$ cat src/msi_pkg.sv
package msi_pkg;

  // ------------------------------------------------------------
  // Register map
  // ------------------------------------------------------------
  localparam int REG_ADDR_WIDTH = 5;
  localparam int REG_DATA_WIDTH = 24;
  localparam logic [4:0] STATUS_ADDR = 5'h0f;
  localparam logic [4:0] MASK_ADDR = 5'h1a;
  localparam logic [23:0] STATUS_RESET = 24'h80_0001;
  localparam logic [23:0] MASK_RESET = 24'h00_0000;
  // Status bits whose asserted state reads as zero
  localparam logic [23:0] STATUS_INVERT = 24'h00_0001;
  // Internal flag value at reset (asserted-high view of the status)
  localparam logic [23:0] FLAG_RESET = STATUS_RESET ^ STATUS_INVERT;

  // ------------------------------------------------------------
  // Status bit positions
  // ------------------------------------------------------------
  localparam int COMPUTATION_DONE_BIT = 23;
  localparam int CURRENT2_OVERFLOW_BIT = 22;
  localparam int VOLTAGE2_OVERFLOW_BIT = 21;
  localparam int CONVERSION_READY_BIT = 20;
  localparam int RMS_CURRENT2_OVERFLOW_BIT = 19;
  localparam int RMS_VOLTAGE2_OVERFLOW_BIT = 18;
  localparam int CURRENT_OVERFLOW_BIT = 17;
  localparam int VOLTAGE_OVERFLOW_BIT = 16;
  localparam int ENERGY2_OVERFLOW_BIT = 15;
  localparam int RMS_CURRENT_OVERFLOW_BIT = 14;
  localparam int RMS_VOLTAGE_OVERFLOW_BIT = 13;
  localparam int ENERGY_OVERFLOW_BIT = 12;
  localparam int CURRENT_FAULT_BIT = 11;
  localparam int VOLTAGE_DIP_BIT = 10;
  localparam int CURRENT2_FAULT_BIT = 9;
  localparam int VOLTAGE2_DIP_BIT = 8;
  localparam int TEMPERATURE_NEW_BIT = 7;
  localparam int VOLTAGE2_MODULATOR_OSC_BIT = 6;
  localparam int CURRENT2_MODULATOR_OSC_BIT = 5;
  localparam int VOLTAGE_MODULATOR_OSC_BIT = 4;
  localparam int CURRENT_MODULATOR_OSC_BIT = 3;
  localparam int LOW_SUPPLY_BIT = 2;
  localparam int EPSILON_NEW_BIT = 1;
  localparam int BAD_COMMAND_BIT = 0;

  // ------------------------------------------------------------
  // Detector channel order: current 1, voltage 1, current 2, voltage 2
  // ------------------------------------------------------------
  localparam int DIP_CHANNELS = 4;

  // ------------------------------------------------------------
  // Timing
  // ------------------------------------------------------------
  localparam int CLOCK_PERIOD_NS = 4;
  localparam int IRQ_PULSE_NS = 1000;
  localparam int IRQ_PULSE_CYCLES =
    (IRQ_PULSE_NS + CLOCK_PERIOD_NS - 1) / CLOCK_PERIOD_NS;
  localparam logic [1:0] SYNC_RESET = 2'h0;

  // Pin behaviour, {irq_pulse_select, irq_polarity_select}
  typedef enum logic [1:0] {
    MSI_LEVEL_LOW,
    MSI_LEVEL_HIGH,
    MSI_PULSE_LOW,
    MSI_PULSE_HIGH
  } msi_irq_mode_type;

endpackage

$ cat src/msi_dip_detect.sv
`timescale 1ns/1ns
// ------------------------------------------------------------
// Dip detector: one pulse when |sample| stays below level for more
// than half of duration samples
// ------------------------------------------------------------
module msi_dip_detect #(
  parameter int WIDTH = 24
) (
  // Clock and reset
  input wire logic clock,
  input wire logic reset,
  // Samples
  input wire logic sample_valid,
  input wire logic [WIDTH-1:0] sample,
  // Thresholds
  input wire logic [WIDTH-1:0] level,
  input wire logic [WIDTH-1:0] duration,
  // Event
  output logic detected
);

  logic [WIDTH-1:0] below_count;
  logic fired;
  logic [WIDTH-1:0] next_below_count;
  logic next_fired;
  logic next_detected;
  logic [WIDTH-1:0] magnitude;

  always_comb
  begin
    magnitude = sample[WIDTH-1] ? WIDTH'(-sample) : sample;
    next_below_count = below_count;
    next_fired = fired;
    next_detected = 1'b0;
    if (sample_valid)
    begin
      if (magnitude < level)
      begin
        if (below_count != {WIDTH{1'b1}})
        begin
          next_below_count = below_count + 1'b1;
        end
        // One event per dip
        if (!fired && (next_below_count > (duration >> 1)))
        begin
          next_detected = 1'b1;
          next_fired = 1'b1;
        end
      end
      else
      begin
        next_below_count = '0;
        next_fired = 1'b0;
      end
    end
  end

  always_ff @(posedge clock or posedge reset)
  begin
    if (reset)
    begin
      below_count <= '0;
      fired <= 1'b0;
      detected <= 1'b0;
    end
    else
    begin
      below_count <= next_below_count;
      fired <= next_fired;
      detected <= next_detected;
    end
  end

endmodule

$ cat src/msi_status_irq.sv
`timescale 1ns/1ns
module msi_status_irq #(
  parameter int WIDTH = msi_pkg::REG_DATA_WIDTH,
  parameter int PULSE_CYCLES = msi_pkg::IRQ_PULSE_CYCLES
) (
  // Clock and reset
  input wire logic clock,
  input wire logic reset,
  // Register port from the serial interface
  input wire logic reg_write,
  input wire logic reg_read,
  input wire logic [4:0] reg_addr,
  input wire logic [WIDTH-1:0] reg_wdata,
  output logic [WIDTH-1:0] reg_rdata,
  output logic reg_rvalid,
  // Measurement engine events, one-cycle pulses
  input wire logic computation_done,
  input wire logic conversion_ready,
  input wire logic [3:0] instant_overflow,
  input wire logic [3:0] rms_overflow,
  input wire logic [1:0] energy_overflow,
  input wire logic temperature_ready,
  input wire logic epsilon_written,
  input wire logic bad_command,
  // Dip and fault detection samples, per channel
  input wire logic [3:0] dip_sample_valid,
  input wire logic [WIDTH-1:0] dip_sample [4],
  input wire logic [WIDTH-1:0] dip_level [4],
  input wire logic [WIDTH-1:0] dip_duration [4],
  // Asynchronous analog levels
  input wire logic [3:0] modulator_osc,
  input wire logic supply_below_low,
  input wire logic supply_above_high,
  // Pin configuration
  input wire logic irq_pulse_select,
  input wire logic irq_polarity_select,
  input wire logic irq_open_drain,
  // Interrupt pin
  output logic irq_out,
  output logic irq_oe_n
);

  // ------------------------------------------------------------
  // Synchronisers
  // ------------------------------------------------------------
  logic [5:0] sync_first;
  logic [5:0] sync_second;

  always_ff @(posedge clock or posedge reset)
  begin
    if (reset)
    begin
      sync_first <= '0;
      sync_second <= '0;
    end
    else
    begin
      sync_first <= {supply_above_high, supply_below_low, modulator_osc};
      sync_second <= sync_first;
    end
  end

  logic [3:0] osc_level;
  logic supply_low;
  logic supply_good;

  assign osc_level = sync_second[3:0];
  assign supply_low = sync_second[4];
  assign supply_good = sync_second[5];

  // ------------------------------------------------------------
  // Dip and fault detectors
  // ------------------------------------------------------------
  logic [3:0] dip_event;

  genvar ch;
  generate
    for (ch = 0; ch < msi_pkg::DIP_CHANNELS; ch++)
    begin : g_dip
      msi_dip_detect #(.WIDTH(WIDTH)) dip_detect (
        .clock(clock),
        .reset(reset),
        .sample_valid(dip_sample_valid[ch]),
        .sample(dip_sample[ch]),
        .level(dip_level[ch]),
        .duration(dip_duration[ch]),
        .detected(dip_event[ch])
      );
    end
  endgenerate

  // ------------------------------------------------------------
  // Status flags (asserted-high view) and mask
  // ------------------------------------------------------------
  logic [WIDTH-1:0] flag;
  logic [WIDTH-1:0] mask;
  logic low_supply_hold;
  logic [WIDTH-1:0] next_flag;
  logic [WIDTH-1:0] next_mask;
  logic next_low_supply_hold;
  logic [WIDTH-1:0] set_vec;
  logic [WIDTH-1:0] clear_vec;
  logic write_status;
  logic write_mask;

  assign write_status = reg_write && (reg_addr == msi_pkg::STATUS_ADDR);
  assign write_mask = reg_write && (reg_addr == msi_pkg::MASK_ADDR);

  always_comb
  begin
    set_vec = '0;
    set_vec[msi_pkg::COMPUTATION_DONE_BIT] = computation_done;
    set_vec[msi_pkg::CONVERSION_READY_BIT] = conversion_ready;
    set_vec[msi_pkg::CURRENT_OVERFLOW_BIT] = instant_overflow[0];
    set_vec[msi_pkg::VOLTAGE_OVERFLOW_BIT] = instant_overflow[1];
    set_vec[msi_pkg::CURRENT2_OVERFLOW_BIT] = instant_overflow[2];
    set_vec[msi_pkg::VOLTAGE2_OVERFLOW_BIT] = instant_overflow[3];
    set_vec[msi_pkg::RMS_CURRENT_OVERFLOW_BIT] = rms_overflow[0];
    set_vec[msi_pkg::RMS_VOLTAGE_OVERFLOW_BIT] = rms_overflow[1];
    set_vec[msi_pkg::RMS_CURRENT2_OVERFLOW_BIT] = rms_overflow[2];
    set_vec[msi_pkg::RMS_VOLTAGE2_OVERFLOW_BIT] = rms_overflow[3];
    set_vec[msi_pkg::ENERGY_OVERFLOW_BIT] = energy_overflow[0];
    set_vec[msi_pkg::ENERGY2_OVERFLOW_BIT] = energy_overflow[1];
    set_vec[msi_pkg::CURRENT_FAULT_BIT] = dip_event[0];
    set_vec[msi_pkg::VOLTAGE_DIP_BIT] = dip_event[1];
    set_vec[msi_pkg::CURRENT2_FAULT_BIT] = dip_event[2];
    set_vec[msi_pkg::VOLTAGE2_DIP_BIT] = dip_event[3];
    set_vec[msi_pkg::TEMPERATURE_NEW_BIT] = temperature_ready;
    // Levels re-set the flag each cycle while overload lasts
    set_vec[msi_pkg::CURRENT_MODULATOR_OSC_BIT] = osc_level[0];
    set_vec[msi_pkg::VOLTAGE_MODULATOR_OSC_BIT] = osc_level[1];
    set_vec[msi_pkg::CURRENT2_MODULATOR_OSC_BIT] = osc_level[2];
    set_vec[msi_pkg::VOLTAGE2_MODULATOR_OSC_BIT] = osc_level[3];
    set_vec[msi_pkg::LOW_SUPPLY_BIT] = low_supply_hold;
    set_vec[msi_pkg::EPSILON_NEW_BIT] = epsilon_written;
    set_vec[msi_pkg::BAD_COMMAND_BIT] = bad_command;

    clear_vec = write_status ? reg_wdata : '0;
    // A set in the same cycle as its clear wins
    next_flag = (flag & ~clear_vec) | set_vec;
    next_mask = write_mask ? reg_wdata : mask;

    // Low supply latch releases only above the high threshold
    next_low_supply_hold = low_supply_hold;
    if (supply_low)
    begin
      next_low_supply_hold = 1'b1;
    end
    else if (supply_good)
    begin
      next_low_supply_hold = 1'b0;
    end
  end

  always_ff @(posedge clock or posedge reset)
  begin
    if (reset)
    begin
      flag <= msi_pkg::FLAG_RESET;
      mask <= msi_pkg::MASK_RESET;
      low_supply_hold <= 1'b0;
    end
    else
    begin
      flag <= next_flag;
      mask <= next_mask;
      low_supply_hold <= next_low_supply_hold;
    end
  end

  // ------------------------------------------------------------
  // Register read
  // ------------------------------------------------------------
  logic [WIDTH-1:0] next_rdata;

  always_comb
  begin
    case (reg_addr)
      msi_pkg::STATUS_ADDR:
      begin
        next_rdata = flag ^ msi_pkg::STATUS_INVERT;
      end
      msi_pkg::MASK_ADDR: next_rdata = mask;
      default: next_rdata = '0;
    endcase
    if (!reg_read)
    begin
      next_rdata = reg_rdata;
    end
  end

  always_ff @(posedge clock or posedge reset)
  begin
    if (reset)
    begin
      reg_rdata <= '0;
      reg_rvalid <= 1'b0;
    end
    else
    begin
      reg_rdata <= next_rdata;
      reg_rvalid <= reg_read;
    end
  end

  // ------------------------------------------------------------
  // Interrupt pin
  // ------------------------------------------------------------
  msi_pkg::msi_irq_mode_type irq_mode;
  logic pending;
  logic pending_last;
  logic [15:0] pulse_count;
  logic irq_active;
  logic next_pending_last;
  logic [15:0] next_pulse_count;
  logic next_irq_out;
  logic next_irq_active;

  assign irq_mode =
    msi_pkg::msi_irq_mode_type'({irq_pulse_select, irq_polarity_select});
  assign pending = |(flag & mask);

  always_comb
  begin
    next_pending_last = pending;
    next_pulse_count = pulse_count;
    case (irq_mode)
      msi_pkg::MSI_LEVEL_LOW,
      msi_pkg::MSI_LEVEL_HIGH:
      begin
        next_pulse_count = '0;
        next_irq_active = pending;
      end
      msi_pkg::MSI_PULSE_LOW,
      msi_pkg::MSI_PULSE_HIGH:
      begin
        // A fixed-width pulse on each new pending condition
        if (pending && !pending_last)
        begin
          next_pulse_count = 16'(PULSE_CYCLES);
        end
        else if (pulse_count != '0)
        begin
          next_pulse_count = pulse_count - 1'b1;
        end
        next_irq_active = next_pulse_count != '0;
      end
      default: next_irq_active = 1'b0;
    endcase
    // Active level follows the polarity bit
    next_irq_out = next_irq_active == irq_polarity_select;
  end

  always_ff @(posedge clock or posedge reset)
  begin
    if (reset)
    begin
      pending_last <= 1'b0;
      pulse_count <= '0;
      irq_active <= 1'b0;
      irq_out <= 1'b1;
    end
    else
    begin
      pending_last <= next_pending_last;
      pulse_count <= next_pulse_count;
      irq_active <= next_irq_active;
      irq_out <= next_irq_out;
    end
  end

  // Open drain releases the pin whenever it would drive high
  assign irq_oe_n = irq_open_drain && irq_out;

  // ------------------------------------------------------------
  // Assertions
  // ------------------------------------------------------------
  property p_w1c_clears;
    @(posedge clock) disable iff (reset)
    write_status |=>
      ((flag & $past(reg_wdata) & ~$past(set_vec)) == '0);
  endproperty
  a_w1c_clears: assert property (p_w1c_clears)
    else $error("status bit not cleared by write of one");

  property p_zero_keeps;
    @(posedge clock) disable iff (reset)
    write_status |=>
      ((flag & ~$past(reg_wdata)) == (($past(flag) | $past(set_vec))
        & ~$past(reg_wdata)));
  endproperty
  a_zero_keeps: assert property (p_zero_keeps)
    else $error("status bit changed by write of zero");

  property p_set_wins;
    @(posedge clock) disable iff (reset)
    (set_vec != '0) |=> ((flag & $past(set_vec)) == $past(set_vec));
  endproperty
  a_set_wins: assert property (p_set_wins)
    else $error("event lost in status register");

  property p_mask_write;
    @(posedge clock) disable iff (reset)
    write_mask ##1 !write_mask
      ##1 (reg_read && (reg_addr == msi_pkg::MASK_ADDR))
      |=> reg_rdata == $past(reg_wdata, 3);
  endproperty
  a_mask_write: assert property (p_mask_write)
    else $error("mask readback differs from written value");

  property p_level_irq;
    @(posedge clock) disable iff (reset)
    (!irq_pulse_select && pending)[*2] |->
      irq_out == $past(irq_polarity_select);
  endproperty
  a_level_irq: assert property (p_level_irq)
    else $error("level interrupt not active while pending");

  property p_level_release;
    @(posedge clock) disable iff (reset)
    (!irq_pulse_select && !pending)[*2] |->
      irq_out != $past(irq_polarity_select);
  endproperty
  a_level_release: assert property (p_level_release)
    else $error("level interrupt active with nothing pending");

  property p_pulse_len;
    @(posedge clock) disable iff (reset)
    $rose(irq_active) && irq_pulse_select |->
      pulse_count == 16'(PULSE_CYCLES);
  endproperty
  a_pulse_len: assert property (p_pulse_len)
    else $error("interrupt pulse started with wrong length");

  property p_open_drain;
    @(posedge clock) disable iff (reset)
    irq_open_drain && irq_out |-> irq_oe_n;
  endproperty
  a_open_drain: assert property (p_open_drain)
    else $error("open drain pin driven high");

  property p_bad_command;
    @(posedge clock) disable iff (reset)
    bad_command ##1 !write_status
      ##1 (reg_read && (reg_addr == msi_pkg::STATUS_ADDR))
      |=> !reg_rdata[msi_pkg::BAD_COMMAND_BIT];
  endproperty
  a_bad_command: assert property (p_bad_command)
    else $error("invalid command not shown as zero");

  property p_supply_hold;
    @(posedge clock) disable iff (reset)
    low_supply_hold |=> flag[msi_pkg::LOW_SUPPLY_BIT];
  endproperty
  a_supply_hold: assert property (p_supply_hold)
    else $error("low supply flag cleared before recovery");

  c_clear_and_set: cover property (@(posedge clock) disable iff (reset)
    write_status && ((reg_wdata & set_vec) != '0));
  c_level_irq: cover property (@(posedge clock) disable iff (reset)
    !irq_pulse_select && $rose(pending));
  c_pulse_irq: cover property (@(posedge clock) disable iff (reset)
    irq_pulse_select && $fell(irq_active));
  c_dip: cover property (@(posedge clock) disable iff (reset)
    dip_event != '0);

endmodule

$ cat config.mk
export PLATFORM = sky130hd
export DESIGN_NAME = msi_status_irq
export DESIGN_NICKNAME = d
export VERILOG_FILES = /design/src/msi_pkg.sv /design/src/msi_dip_detect.sv /design/src/msi_status_irq.sv
export SDC_FILE = /design/constraint.sdc
export NUM_CORES = 1
export LEC_CHECK = 0
export ABC_AREA = 1
export BUFFER_PORTS_ARGS = -buffer_cell sky130_fd_sc_hd__buf_2
export CAP_MARGIN = 10
export CORE_ASPECT_RATIO = 0.75
export CORE_MARGIN = 5
export CORE_UTILIZATION = 56
export DETAILED_ROUTE_END_ITERATION = 8
export GPL_TIMING_DRIVEN = 0
export PLACE_DENSITY = 0.78
export SYNTH_ARGS = -nofsm -noshare
export SYNTH_HDL_FRONTEND = slang
export SYNTH_SLANG_ARGS = --single-unit
$ cat constraint.sdc
create_clock -name clock -period 15.8 [get_ports clock]
set_input_delay 3.16 -clock clock [delete_from_list [all_inputs] [get_ports clock]]
set_output_delay 3.16 -clock clock [all_outputs]
set_load 0.05 [all_outputs]
==> impl_metrics.toml <==
[pwr]
seqPwrFrac_pct = 35.1
swShare_pct = 37.7
powerDensity_nw_per_um2 = 85.8
internal_power_mw = 1.14
total_power_mw = 1.83
p_sw_mw = 0.691
clock_power_share_pct = 29.6
p_leak_nw = 11.5
pwr-share-comb_pct = 35.3
ir_drop_mv = 0.0874

[final_layout]
design_area_um2 = 21400
mostFrequentLayoutCells = "nand2_1 (567), inv_1 (475), buf_2 (380)"
drive_gt1_share_pct = 17.5
final_core_util_pct = 66.4
final_common_cell = "nand2_1"
fin_nets = 3505
areaGrowthSynthToFinish_pct = 17.8
instances_no_fill = 3428

[synthesis]
netlist_area_um2 = 18100
seq_area_frac_synth_pct = 28.7
synth_cells = 2566
postSynthAreaPerCell_um2 = 7.07
synth_fp_nets = 3109
async_flop_share_pct = 100
synth.distinct_cells = 48
ys_seq_elements = 208
synth_warnings = 0
synth_edf_count = 0
synthFlopType = "dfrtp_1"

[placed_design]
dpl.cell_count = 3379
placed_cell_area_um2 = 20600
dp_hpwl_um = 43900
place.gp.congestion = 0.979
io_buffers = 370

[floorplan]
die_x_um = 218
fp.dieArea_um2 = 36100
die_h_um = 166
ios = 376
fp.coreArea_um2 = 32200
rows = 57
start_util_pct = 56.4

[worst_setup_path]
arrival_ns = 3.58
reg2reg_depth = 15
start_kind = "input port"
end_kind = "output port"
crit_type = "in2out"
crit_required_ns = 12.64
cp_max_fo = 1

[outcome]
status = "finished clean"

[route]
ant_nets = 0
drt_wl_total_um = 53800
vias = 18300
routed_via_density = 5.35
drt_first_pass_iters = 6
drt_iter0_drc = 1709
wl_per_cell_um = 15.7
post-route-drc-count = 0

[min_path]
hold_depth = 0
hold_class = "reg2reg"

[sta]
fmax_ghz = 0.148
relSlewSlack_pct = 54.8
fin_crit_sh_pct = 42.6
finalMaxSlewViolations = 0
worstMarginPinSlew_ns = 0.678
rsz0062_at_grt = "no"
min_period_ns = 6.74
final.setup_skew_ns = 0.00819
hold_viol_final = 0
finalSetupTns_ns = 0
setup_violations = 0

[global_routing]
grt_pass1_vias = 18100
grt_overflow = 0
grt_util_all_layers_pct = 28.9
grt_max_degree = 129
antenna_found_initial = 15
grt_pass1_wl_um = 88000

[cts]
post-cts-setup-buffers = 0
numCtsBuffers = 23
cts_resized = 0
clk_pin_slew_ns = 0.06
clock_path_buffers = 3
ctsHoldBuffers = 0
cts_max_level = 1
cts.root.buffer_cell = "clkbuf_16"
clock-sinks = 208
insertion_delay_ns = 0.52
cts_tree = "done"

[flow_run]
maxCapViolations = 0
-- critical path: stages --
cell     delay, ns
buf_2         0.08
nand2_1       0.05
inv_1         0.04
buf_2         0.25
-- synth_stat cells (13+ instances only) --
master    count  area, µm²
xor2_1      125       1090
nor2_1      219        822
clkbuf_1     33        124
xnor2_1      29        254
nand3_1      62        310
o21ai_0     151        756
nor2_2       19        119
a21oi_1     165        826
dfrtp_1     206       5150
nor3_2       13        130
a22oi_1      25        188
nand4_1      47        294
inv_1       476       1790
o211ai_1     16        120
ha_1        194       2430
nor3_1       67        335
nand2_1     567       2130
-- per-layer routing --
| metal | share of wire, % | global-route usage, % | vias up | routed length [µm] |
|---|---|---|---|---|
| li1 | - | - | 9047 | - |
| met5 | 0.18 | 0 | - | 99 |
| met1 | 44 | 40.7 | 8463 | 23900 |
| met4 | 2.3 | 7.18 | 16 | 1250 |
| met2 | 45 | 46.2 | 700 | 24100 |
| met3 | 8.2 | 5.72 | 101 | 4440 |
-- layout make-up --
cell class | instances | area [µm²]
antenna | 7 | 17.5
buffer | 46 | 204
clock buffer | 32 | 669
clock inverter | 10 | 101
fill | 2872 | 10800
inverter | 489 | 1840
multi-input combinational | 1823 | 10900
sequential | 208 | 5210
tap | 442 | 553
timing repair buffer | 371 | 1880
-- registers in the layout (all words and copies together), names as in the netlist, 4 cells and up --
name and flops:
g_dip.dip_detect.below_count 96, reg_rdata 24, g_dip.dip_detect.detected 4, sync_first 6, sync_second 6, flag 24
mask 24, pulse_count 16, g_dip.dip_detect.fired 4
-- stage by stage --
step	hold slack, ns	setup WS, ns
after floorplan	0.331	6.96
after global placement	0.338	4.52
after detailed placement	0.336	9.03
after CTS	0.358	9.07
after global routing	0.377	9.02
final	0.363	9.06
-- logic make-up (layout without fill, tap and decap cells) --
kind of cell               Yosys count  in the layout  synth area share, %
DFF                                208            208                 28.7
other                                0              7                    0
xor gates and xnor gates           157            157                 7.71
adders and majority gates          194            194                 13.4
and+or+nand+nor                   1062           1062                 26.5
AOI/OAI and AO/OA                  410            410                 12.4
buffers and inverters              535            948                 11.2
-- final timing paths --
check,endpoint,startpoint,slack [ns]
max,irq_oe_n,irq_open_drain,9.06
min,sync_second[5],sync_first[5],0.36
max reg2reg,g_dip[3].dip_detect.detected,g_dip[3].dip_detect.below_count[0],12.30
min reg2reg,sync_second[5],sync_first[5],0.36
max in group asynchronous,reg_rdata[23],reset,12.05
min in group asynchronous,sync_first[1],reset,2.71
-- power by group through the flow --
stage / combinational [mW] / clock [mW] / sequential (mW)
2_1_floorplan: 0.446 / 0 / 0.654
3_3_place_gp: 0.614 / 0 / 0.647
3_5_place_dp: 0.638 / 0 / 0.649
4_1_cts: 0.643 / 0.553 / 0.641
5_1_grt: 0.740 / 0.575 / 0.650
6_report: 0.647 / 0.543 / 0.643
Note: power is estimated with default switching activity, not from simulation.
